==> config.mk <==
export PLATFORM = sky130hd
export DESIGN_NAME = sub_datapath
export DESIGN_NICKNAME = d
export VERILOG_FILES = /design/src/pkg/sub_pkg.sv /design/src/logic/sub_alu.sv /design/src/logic/ahb_reg_port.sv /design/src/logic/sub_datapath.sv
export SDC_FILE = /design/constraint.sdc
export NUM_CORES = 2
export LEC_CHECK = 0
export BUFFER_PORTS_ARGS = -buffer_cell sky130_fd_sc_hd__buf_2
export CAP_MARGIN = 0
export CORE_MARGIN = 10
export CORE_UTILIZATION = 45
export CTS_CLUSTER_SIZE = 40
export DETAILED_ROUTE_END_ITERATION = 6
export HOLD_SLACK_MARGIN = 0.03
export PLACE_DENSITY = 0.62
export RECOVER_POWER = 50
export SETUP_SLACK_MARGIN = 0.5
export SYNTH_ARGS = -nofsm -noshare
export SYNTH_HDL_FRONTEND = slang
export SYNTH_SLANG_ARGS = --single-unit
==> constraint.sdc <==
create_clock -name hclk -period 10.6 [get_ports hclk]
set_input_delay 2.12 -clock hclk [delete_from_list [all_inputs] [get_ports hclk]]
set_output_delay 2.12 -clock hclk [all_outputs]
set_load 0.01 [all_outputs]
==> src/pkg/sub_pkg.sv <==
// Shared constants, register map and phase encoding of the subtract datapath
package sub_pkg;
	// Register byte offsets on the AHB-Lite bus
	localparam logic [7:0] OFF_CTRL  = 8'h00;
	localparam logic [7:0] OFF_WORK  = 8'h04;
	localparam logic [7:0] OFF_STAT  = 8'h08;
	localparam logic [7:0] OFF_FADDR = 8'h0C;
	localparam logic [7:0] OFF_FDATA = 8'h10;
	// Command register fields
	localparam int CTRL_BORROW   = 0;
	localparam int CTRL_DEST     = 1;
	localparam int CTRL_ADDR_LSB = 8;
	// Status register fields
	localparam int FLAG_C      = 0;
	localparam int FLAG_NIBBLE = 1;
	localparam int FLAG_Z      = 2;
	localparam int FLAG_RANGE  = 3;
	localparam int STAT_BUSY   = 8;
	// Destination select encoding
	localparam logic DEST_WORK = 1'b0;
	localparam logic DEST_FILE = 1'b1;
	// Reset values
	localparam logic [7:0]  WORK_RST  = 8'h00;
	localparam logic [3:0]  FLAGS_RST = 4'h0;
	localparam logic [7:0]  ADDR_RST  = 8'h00;
	localparam logic [31:0] RDATA_RST = 32'h0000_0000;
	// One instruction cycle spans four clocks
	localparam int PHASE_CYCLES = 4;
	// Phases of the instruction cycle
	typedef enum logic [2:0] {
		PH_IDLE    = 3'b000,
		PH_DECODE  = 3'b001,
		PH_READ    = 3'b010,
		PH_PROCESS = 3'b011,
		PH_WRITE   = 3'b100
	} phase_t;
endpackage

==> src/logic/sub_alu.sv <==
// Eight-bit subtractor with carry, nibble carry, zero and overflow outputs
`timescale 1ns/1ns
module sub_alu
	import sub_pkg::*;
(
	input  wire logic [7:0] file_val,
	input  wire logic [7:0] work_val,
	input  wire logic       borrow_mode,
	input  wire logic       carry_in,
	output logic      [7:0] diff,
	output logic            carry,
	output logic            nibble_carry,
	output logic            zero,
	output logic            range_flag
);
	logic [8:0] full_sum;
	logic [4:0] low_sum;
	logic       add_in;

	// Plain form adds one to complete the two's complement; borrow form uses the carry
	always_comb begin
		add_in       = borrow_mode ? carry_in : 1'b1;
		full_sum     = {1'b0, file_val} + {1'b0, ~work_val} + {8'h00, add_in};
		low_sum      = {1'b0, file_val[3:0]} + {1'b0, ~work_val[3:0]} + {4'h0, add_in};
		diff         = full_sum[7:0];
		carry        = full_sum[8];
		nibble_carry = low_sum[4];
		zero         = (full_sum[7:0] == 8'h00);
		range_flag   = (file_val[7] != work_val[7]) && (full_sum[7] != file_val[7]);
	end
endmodule

==> src/logic/ahb_reg_port.sv <==
// AHB-Lite slave front end that turns bus transfers into register accesses
`timescale 1ns/1ns
module ahb_reg_port
	import sub_pkg::*;
(
	input  wire logic        hclk,
	input  wire logic        hresetn,
	input  wire logic        hsel,
	input  wire logic [31:0] haddr,
	input  wire logic [1:0]  htrans,
	input  wire logic        hwrite,
	input  wire logic [31:0] hwdata,
	input  wire logic        hready,
	output logic             hreadyout,
	output logic             hresp,
	output logic      [31:0] hrdata,
	input  wire logic        busy,
	output logic             acc_stb,
	output logic             acc_write,
	output logic      [7:0]  acc_addr,
	output logic      [31:0] acc_wdata,
	input  wire logic [31:0] acc_rdata
);
	logic        pend;
	logic        next_pend;
	logic        next_readyout;
	logic [31:0] next_rdata;
	logic [7:0]  next_addr;
	logic        next_write;

	// Data phase waits while an instruction runs, so bus and sequencer never collide
	always_comb begin
		next_pend     = pend;
		next_readyout = hreadyout;
		next_rdata    = hrdata;
		next_addr     = acc_addr;
		next_write    = acc_write;
		acc_stb       = 1'b0;
		acc_wdata     = hwdata;
		if (pend) begin
			if (!busy) begin
				acc_stb       = 1'b1;
				next_pend     = 1'b0;
				next_readyout = 1'b1;
				if (!acc_write) begin
					next_rdata = acc_rdata;
				end
			end
		end else if (hsel && htrans[1] && hready) begin
			next_pend     = 1'b1;
			next_readyout = 1'b0;
			next_addr     = haddr[7:0];
			next_write    = hwrite;
		end
	end

	// Response is always OKAY; word size is the only one supported
	always_ff @(posedge hclk or negedge hresetn) begin
		if (!hresetn) begin
			pend      <= 1'b0;
			hreadyout <= 1'b1;
			hresp     <= 1'b0;
			hrdata    <= RDATA_RST;
			acc_addr  <= ADDR_RST;
			acc_write <= 1'b0;
		end else begin
			pend      <= next_pend;
			hreadyout <= next_readyout;
			hresp     <= 1'b0;
			hrdata    <= next_rdata;
			acc_addr  <= next_addr;
			acc_write <= next_write;
		end
	end
endmodule

==> src/logic/sub_datapath.sv <==
// Register-file subtract datapath with working register, status flags and bus registers
`timescale 1ns/1ns
//
// Behaviour
// - The result is the addressed file register minus the working register, one more in borrow form with carry clear, in two's complement, eight bits wide.
// - Destination select 0 returns the result to the working register, 1 returns it to the file register.
// - Overflow, carry, nibble carry and zero are updated, carry meaning no borrow and zero a null result.
// - Each subtract is one word and one instruction cycle of decode, read, process and write phases.
module sub_datapath
	import sub_pkg::*;
#(
	parameter int ADDR_W = 8
)
(
	input  wire logic        hclk,
	input  wire logic        hresetn,
	input  wire logic        hsel,
	input  wire logic [31:0] haddr,
	input  wire logic [1:0]  htrans,
	input  wire logic        hwrite,
	input  wire logic [2:0]  hsize,
	input  wire logic [31:0] hwdata,
	input  wire logic        hready,
	output logic             hreadyout,
	output logic             hresp,
	output logic      [31:0] hrdata
);
	localparam int DEPTH = 1 << ADDR_W;

	phase_t              phase;
	phase_t              next_phase;
	logic                op_borrow;
	logic                next_op_borrow;
	logic                op_dest;
	logic                next_op_dest;
	logic [ADDR_W-1:0]   op_addr;
	logic [ADDR_W-1:0]   next_op_addr;
	logic [7:0]          opf;
	logic [7:0]          next_opf;
	logic [7:0]          opw;
	logic [7:0]          next_opw;
	logic [7:0]          res;
	logic [7:0]          next_res;
	logic [3:0]          res_flags;
	logic [3:0]          next_res_flags;
	logic [7:0]          working_register;
	logic [7:0]          next_working_register;
	logic [3:0]          flags;
	logic [3:0]          next_flags;
	logic [ADDR_W-1:0]   faddr;
	logic [ADDR_W-1:0]   next_faddr;
	logic [7:0]          file_mem [DEPTH];
	logic                mem_we;
	logic [ADDR_W-1:0]   mem_addr;
	logic [7:0]          mem_wdata;
	logic                busy;
	logic                acc_stb;
	logic                acc_write;
	logic [7:0]          acc_addr;
	logic [31:0]         acc_wdata;
	logic [31:0]         acc_rdata;
	logic                bus_wr;
	logic [7:0]          alu_diff;
	logic                alu_c;
	logic                alu_nibble;
	logic                alu_z;
	logic                alu_range;

	assign busy   = (phase != PH_IDLE);
	assign bus_wr = acc_stb && acc_write;

	// Bus front end; it holds off every access until the sequencer is idle
	ahb_reg_port u_port (
		.hclk      (hclk),
		.hresetn   (hresetn),
		.hsel      (hsel),
		.haddr     (haddr),
		.htrans    (htrans),
		.hwrite    (hwrite),
		.hwdata    (hwdata),
		.hready    (hready),
		.hreadyout (hreadyout),
		.hresp     (hresp),
		.hrdata    (hrdata),
		.busy      (busy),
		.acc_stb   (acc_stb),
		.acc_write (acc_write),
		.acc_addr  (acc_addr),
		.acc_wdata (acc_wdata),
		.acc_rdata (acc_rdata)
	);

	// Arithmetic works on the operands latched in the read phase
	sub_alu u_alu (
		.file_val     (opf),
		.work_val     (opw),
		.borrow_mode  (op_borrow),
		.carry_in     (flags[FLAG_C]),
		.diff         (alu_diff),
		.carry        (alu_c),
		.nibble_carry (alu_nibble),
		.zero         (alu_z),
		.range_flag   (alu_range)
	);

	// Register read mux; unmapped offsets read as zero
	always_comb begin
		acc_rdata = 32'h0000_0000;
		case (acc_addr)
			OFF_CTRL: begin
				acc_rdata[CTRL_BORROW] = op_borrow;
				acc_rdata[CTRL_DEST]   = op_dest;
				acc_rdata[CTRL_ADDR_LSB +: ADDR_W] = op_addr;
			end
			OFF_WORK: begin
				acc_rdata[7:0] = working_register;
			end
			OFF_STAT: begin
				acc_rdata[3:0]       = flags;
				acc_rdata[STAT_BUSY] = busy;
			end
			OFF_FADDR: begin
				acc_rdata[ADDR_W-1:0] = faddr;
			end
			OFF_FDATA: begin
				acc_rdata[7:0] = file_mem[faddr];
			end
			default: begin
				acc_rdata = 32'h0000_0000;
			end
		endcase
	end

	// Instruction sequencer: a command write starts one four-phase cycle
	always_comb begin
		next_phase            = phase;
		next_op_borrow        = op_borrow;
		next_op_dest          = op_dest;
		next_op_addr          = op_addr;
		next_opf              = opf;
		next_opw              = opw;
		next_res              = res;
		next_res_flags        = res_flags;
		next_working_register = working_register;
		next_flags            = flags;
		next_faddr            = faddr;
		case (phase)
			PH_IDLE: begin
				// Software writes land only here because the bus stalls otherwise
				if (bus_wr && acc_addr == OFF_CTRL) begin
					next_op_borrow = acc_wdata[CTRL_BORROW];
					next_op_dest   = acc_wdata[CTRL_DEST];
					next_op_addr   = acc_wdata[CTRL_ADDR_LSB +: ADDR_W];
					next_phase     = PH_DECODE;
				end
				if (bus_wr && acc_addr == OFF_WORK) begin
					next_working_register = acc_wdata[7:0];
				end
				if (bus_wr && acc_addr == OFF_STAT) begin
					next_flags = acc_wdata[3:0];
				end
				if (bus_wr && acc_addr == OFF_FADDR) begin
					next_faddr = acc_wdata[ADDR_W-1:0];
				end
			end
			PH_DECODE: begin
				next_phase = PH_READ;
			end
			PH_READ: begin
				next_opf   = file_mem[op_addr];
				next_opw   = working_register;
				next_phase = PH_PROCESS;
			end
			PH_PROCESS: begin
				next_res                    = alu_diff;
				next_res_flags[FLAG_C]      = alu_c;
				next_res_flags[FLAG_NIBBLE] = alu_nibble;
				next_res_flags[FLAG_Z]      = alu_z;
				next_res_flags[FLAG_RANGE]  = alu_range;
				next_phase                  = PH_WRITE;
			end
			PH_WRITE: begin
				// Flags always come from the result, even when the destination is the file
				next_flags = res_flags;
				if (op_dest == DEST_WORK) begin
					next_working_register = res;
				end
				next_phase = PH_IDLE;
			end
			default: begin
				next_phase = PH_IDLE;
			end
		endcase
	end

	always_ff @(posedge hclk or negedge hresetn) begin
		if (!hresetn) begin
			phase            <= PH_IDLE;
			op_borrow        <= 1'b0;
			op_dest          <= DEST_WORK;
			op_addr          <= '0;
			opf              <= WORK_RST;
			opw              <= WORK_RST;
			res              <= WORK_RST;
			res_flags        <= FLAGS_RST;
			working_register <= WORK_RST;
			flags            <= FLAGS_RST;
			faddr            <= '0;
		end else begin
			phase            <= next_phase;
			op_borrow        <= next_op_borrow;
			op_dest          <= next_op_dest;
			op_addr          <= next_op_addr;
			opf              <= next_opf;
			opw              <= next_opw;
			res              <= next_res;
			res_flags        <= next_res_flags;
			working_register <= next_working_register;
			flags            <= next_flags;
			faddr            <= next_faddr;
		end
	end

	// File memory port: destination write or software data write, never both at once
	always_comb begin
		mem_we    = 1'b0;
		mem_addr  = faddr;
		mem_wdata = acc_wdata[7:0];
		if (phase == PH_WRITE && op_dest == DEST_FILE) begin
			mem_we    = 1'b1;
			mem_addr  = op_addr;
			mem_wdata = res;
		end else if (bus_wr && acc_addr == OFF_FDATA) begin
			mem_we = 1'b1;
		end
	end

	// No reset on the array: software must load file registers before use
	always_ff @(posedge hclk) begin
		if (mem_we) begin
			file_mem[mem_addr] <= mem_wdata;
		end
	end

	// Checking helpers
	logic       bterm;
	logic [7:0] exp_plain;
	logic [7:0] exp_borrow;
	logic       exp_nb;
	logic [7:0] exp_res;
	logic       exp_nibble;
	logic       exp_range;
	// Reference flags rebuilt from the operands, independent of the adder's carry chain
	always_comb begin
		bterm      = op_borrow && !flags[FLAG_C];
		exp_plain  = 8'(opf - opw);
		exp_borrow = 8'(opf - opw - 8'h01);
		exp_nb     = ({1'b0, opf} >= ({1'b0, opw} + {8'h00, bterm}));
		exp_res    = 8'(opf - opw - {7'h00, bterm});
		exp_nibble = ({1'b0, opf[3:0]} >= ({1'b0, opw[3:0]} + {4'h0, bterm}));
		exp_range  = (opf[7] != opw[7]) && (exp_res[7] != opf[7]);
	end
endmodule

; Word level (Yosys, flattened, before mapping)
; Memories as Yosys holds them, arrays and structs flattened. A register that Yosys moved wholly into a read port is not among the register bits.
; Cells that the tools add are included.
[totals]
ff_bits = 80
mem_bits_rw = 2048
out_inout_bits = 34
memories = 1
[memory_table]
columns = name, depth, width, rd, rd_clocked_by_memory_dff, wr, line
row1 = file_mem, 256, 8, 2, 1, 1, sub_datapath.sv:52  ; logic [7:0] file_mem [DEPTH];
[op_classes]
addsub = 4
n_eq_ne = 15
n_mux = 27
n_bitwise = 5
n_reduce_logical = 24
[ops]
columns = operator, count
row1 = 8-bit two-way mux, 4
row2 = 8-bit by 4-bit equality test with 1-bit output (second input constant), 2
row3 = 8-bit zero test, 2
row4 = 8-bit one-hot mux with 2 select lines, 1
row5 = 1-bit two-way mux, 14
row6 = 3-bit one-hot mux with 4 select lines, 1
row7 = 4-bit one-hot mux with 3 select lines, 1
row8 = 1-bit logical AND, 10
row9 = 2-bit inequality test (second input constant), 5
row10 = 2-bit one-hot mux with 5 select lines, 1
row11 = 2-bit AND reduction, 5
row12 = 8-bit by 8-bit adder with 9-bit output, 1
row13 = 9-bit by 1-bit adder with 9-bit output, 1
row14 = 8-bit by 3-bit equality test with 1-bit output (second input constant), 1
row15 = 8-bit by 5-bit equality test with 1-bit output (second input constant), 1
row16 = 8-bit NOT, 1
row17 = 2-bit one-hot mux with 4 select lines, 1
row18 = 4-bit one-hot mux with 2 select lines, 1
row19 = 7-bit two-way mux, 1
row20 = 3-bit by 2-bit equality test with 1-bit output (second input constant), 2
row21 = 3-bit AND reduction, 2
row22 = 4-bit by 4-bit adder with 5-bit output, 1
row23 = 5-bit by 1-bit adder with 5-bit output, 1
row24 = 4-bit two-way mux, 1
row25 = 10 further kinds, 14

; Depth between registers and ports, before layout
[depth]
ltp_word = 9
mapped_depth = 13

; By module
; A second synthesis with hierarchy kept.
[hier_totals]
cells_unflattened = 5585
hier_area_um2 = 101282.1
[by_module_without_submodules]
columns = mod, n_inst, cells_per_inst, area_each_um2, seq_area_each_um2
row1 = sub_datapath, 1, 5401, 98976.2, 63025.4
row2 = ahb_reg_port, 1, 129, 1886.8, 1077.3
row3 = sub_alu, 1, 55, 419.2, 0.0

; Worst setup path after synthesis
; Ideal clock, no wire load.
[synth_path]
kind = input -> register
from = input hwdata[0]
to = memory file_mem[0][0] (data pin)
setup_ps = 825
arrival_time_ps = 5153
required_ps = 9775
setup_slack_ps = 4622
stages = 2
path_buffers = 0
cell_sequence = nand2_1 -> nand2_1
[synth_between]
elab_chain_len = 1
[synth_lines]
columns = element, line
row1 = "start, declared", sub_datapath.sv:22  ; input wire logic [31:0] hwdata,
row2 = 8-bit two-way mux, sub_datapath.sv:229  ; if (phase == PH_WRITE && op_dest == DEST_FILE) begin
row3 = net mem_wdata[0], sub_datapath.sv:55  ; logic [7:0] mem_wdata;
row4 = "end, declared", sub_datapath.sv:52
; The timed path passes the listed nets, and every way through them passes these cells.

; Worst setup path after layout
[layout_path]
from = register phase[1]
to = memory file_mem[32][0] (data pin)
[layout_between]
elab_chain_len = 3
[layout_lines]
columns = element, line
row1 = "start, declared", sub_datapath.sv:30  ; phase_t phase;
row2 = "start signal, assigned", sub_datapath.sv:210  ; phase <= next_phase;
row3 = 3-bit equality test, sub_datapath.sv:229
row4 = 1-bit logical AND, sub_datapath.sv:229
row5 = 8-bit two-way mux, sub_datapath.sv:229
row6 = net mem_wdata[0], sub_datapath.sv:55
; The timed path passes the listed nets, and every way through them passes these cells.

==> out/summary.txt <==
worst flop-to-flop path startpoint -> phase[1]
crit end category -> flip-flop
clk_lat worst skew -> 890 ps
Via Count -> 55687
Synth cell types -> 73
largest net degree at the start of global routing -> 200
syn avg cell area -> 19.6 sq um
HP Class -> reg2reg
Max Fclk -> 0.137 GHz
CP Data Arrival Time -> 7570 ps
DR WL/cell -> 36.3 microns
placed cells -> 7857
most common cell after layout, fill and taps aside -> edfxtp_1
DRT Pass-1 Iters -> 6
Critical-path top delay cell -> clkbuf_2
final wirelength -> 300 mm
GRT Util Overall -> 24.4%
Final Hold Viols -> 0
placer congestion estimate -> 0.935
HPWL Detailed -> 189 mm
height of the die -> 492 microns
hold path depth -> 1
post-cts sizing count -> 0
cells after synthesis -> 5117
TritonCTS clock tree -> done
vias per cell -> 6.73
status -> complete, but fails checks
Final Max Tran Viols -> 881
CTS Hold Buffers Added -> 0
pwr dens -> 185 nW/um^2
Max FO, Critical Path -> 111
ys flop type -> edfxtp_1
CP required -> 10870 ps
worst stage delay on the critical path -> 1810 ps
R2R Path End -> file_mem[32][0]
Least-Margin Pin Slew -> 3480 ps
FF+latch count, synth -> 2136
Starting DRT DRC Count -> 7286
Max-cap violations -> 21
area grow syn2layout -> 9.81%
Port Buf Inserts -> 46
non-filler instance count after layout -> 8279
Reg2Reg Setup Slack -> 3300 ps
Largest regs -> file_mem x2048, u_port.hrdata x16
# rows -> 173
layout cells sized above 1 -> 29.7%
Finished Cell Area -> 110000 sq um
max reg flops -> 2048
initial antenna violation count -> 11
Root Driver -> clkbuf_16
Pleak -> 34.1 nW
Post-DRT Antenna Nets -> 0
Clock Tree Buf Depth -> 3
commonest cells after routing, fill and taps aside -> 2048 x edfxtp_1, 1033 x mux4_2, 333 x nor2_1
WS Path Type -> reg2reg
Final Skew -> 64.4 ps
worst hold path endpoint -> u_port.acc_addr[6]
total power -> 0.0203 W
Largest Register -> file_mem
Ports -> 108
crit-path cells -> nor3b_1 > clkbuf_1 > and2_0 > nand2_1 > nand2_1 > clkbuf_2
register area share after synthesis -> 63.6%
setup bufs post-CTS -> 0
Setup violations, final -> 0
min Tclk post-route -> 7300 ps
nets@finish -> 5189
maximum vdd drop -> 0.168 mV
die footprint -> 242000 sq um
CP dominant cell by count -> nand2_1
RSZ-0062 raised after global routing -> no
core box area -> 222000 sq um
Post-synth EDFFs -> 2048
reg2reg path depth -> 6
vias in the first global route -> 56418
Die W -> 492 microns
Syn. warnings -> 0
CP Launch Point -> phase[1]
Final Cycle Share -> 68.8%
global-route wire length before repair -> 426 mm
Placed Area -> 103000 sq um
CTS H-tree lvls -> 4
Residual DRC -> 0
FFs w/ async S/R, synth -> 4.12%
setup TNS -> 0 ps
clock-pin slew on the worst setup and hold paths -> 60 ps
Slew headroom -> -132%
Startpoint Class -> flip-flop
Hold Crit Start -> u_port.acc_addr[6]
CTS Buf Count -> 222
clock net sink count -> 2136
remaining global-route overflow -> 0
Starting Density -> 45.2%
failing checks -> max-capacitance violations, max-slew violations
synthesized cell area -> 100000 sq um
## where the power goes
group / switching, W / internal, W
logic: 0.00175 / 0.00114
clock network: 0.00334 / 0.00437
registers: 0.000165 / 0.00956
total: 0.00526 / 0.0151
## per-layer routing
metal	share of wire, %	global-route usage, %
met1	38	32.9
met2	47	37.8
met3	11	6.33
met4	4.7	9.99
met5	0.058	0.317
## cell usage after synthesis, types with 8 or more instances
cell	number	share of area (%)
buf_8	13	0.19
o311ai_1	8	0.070
a21oi_1	68	0.34
mux4_1	42	1.1
buf_1	30	0.11
a22oi_1	87	0.65
a221oi_1	55	0.48
a211oi_1	9	0.067
nor4_1	11	0.069
buf_12	12	0.24
nor3_1	36	0.18
buf_2	106	0.53
buf_6	40	0.45
nand2b_1	13	0.081
buf_4	58	0.43
o221ai_1	36	0.31
clkbuf_1	168	0.63
a32oi_1	12	0.10
o22ai_1	55	0.34
o22a_1	8	0.070
o21ai_0	54	0.27
nand4_1	13	0.081
edfxtp_1	2048	61
a22o_1	70	0.61
and2_1	9	0.056
nor2_1	336	1.3
nand3_1	33	0.16
mux2i_1	195	1.9
mux4_2	1033	23
o211ai_1	13	0.097
o31ai_1	11	0.082
nand2_1	155	0.58
inv_1	21	0.079
nor2b_1	19	0.12
a31oi_1	24	0.15
dfrtp_1	87	2.2
mux2_2	44	0.49
## cells by family (layout without fill, tap and decap cells)
group | count (synthesis) | in the layout | share of synthesized area, %
AO/OA/AOI/OAI | 544 | 544 | 3.94
XOR/XNOR | 7 | 7 | 0.0612
flip-flops | 2136 | 2136 | 63.6
adder cells (fa/ha/maj) | 9 | 9 | 0.127
multiplexers | 1314 | 1314 | 26.8
other | 1 | 22 | 0.00374
AND/OR/NAND/NOR | 655 | 655 | 2.82
buffers and inverters | 451 | 617 | 2.69
## final cells by class
type	instances	area, sq um
Multi-Input combinational cell	2546	34000
Clock buffer	283	5910
Tap cell	2975	3720
Antenna cell	5	12.5
Clock inverter	134	1250
Sequential cell	2136	63700
Inverter	22	85.1
Timing Repair Buffer	178	1340
Fill cell	17932	112000
## worst max-delay path by stage
stage	endpoint	slack (ps)	depth (start not counted)
2_1_floorplan	file_mem[0][0]	4620	2
3_3_place_gp	opf[5]	5400	8
3_5_place_dp	file_mem[32][4]	5320	5
4_1_cts	opf[4]	5270	8
5_1_grt	file_mem[39][0]	2860	6
6_report	file_mem[32][0]	3300	6
## stage by stage
step           hold WS (ps)  util, %  setup slack, ps
3_5_place_dp            483     46.4             5320
5_1_grt                 512     49.6             2860
4_1_cts                 498     49.7             5270
6_report                497     49.6             3300
3_3_place_gp            466     46.4             5400
2_1_floorplan           442        -             4620
## critical path, delay by kind of cell, from the launching register on
kind	cells	cell delay, ps
DFF	1	450
buffers and inverters	2	2620
and+or+nand+nor	4	3290
Note: power is estimated with default switching activity, not from simulation.
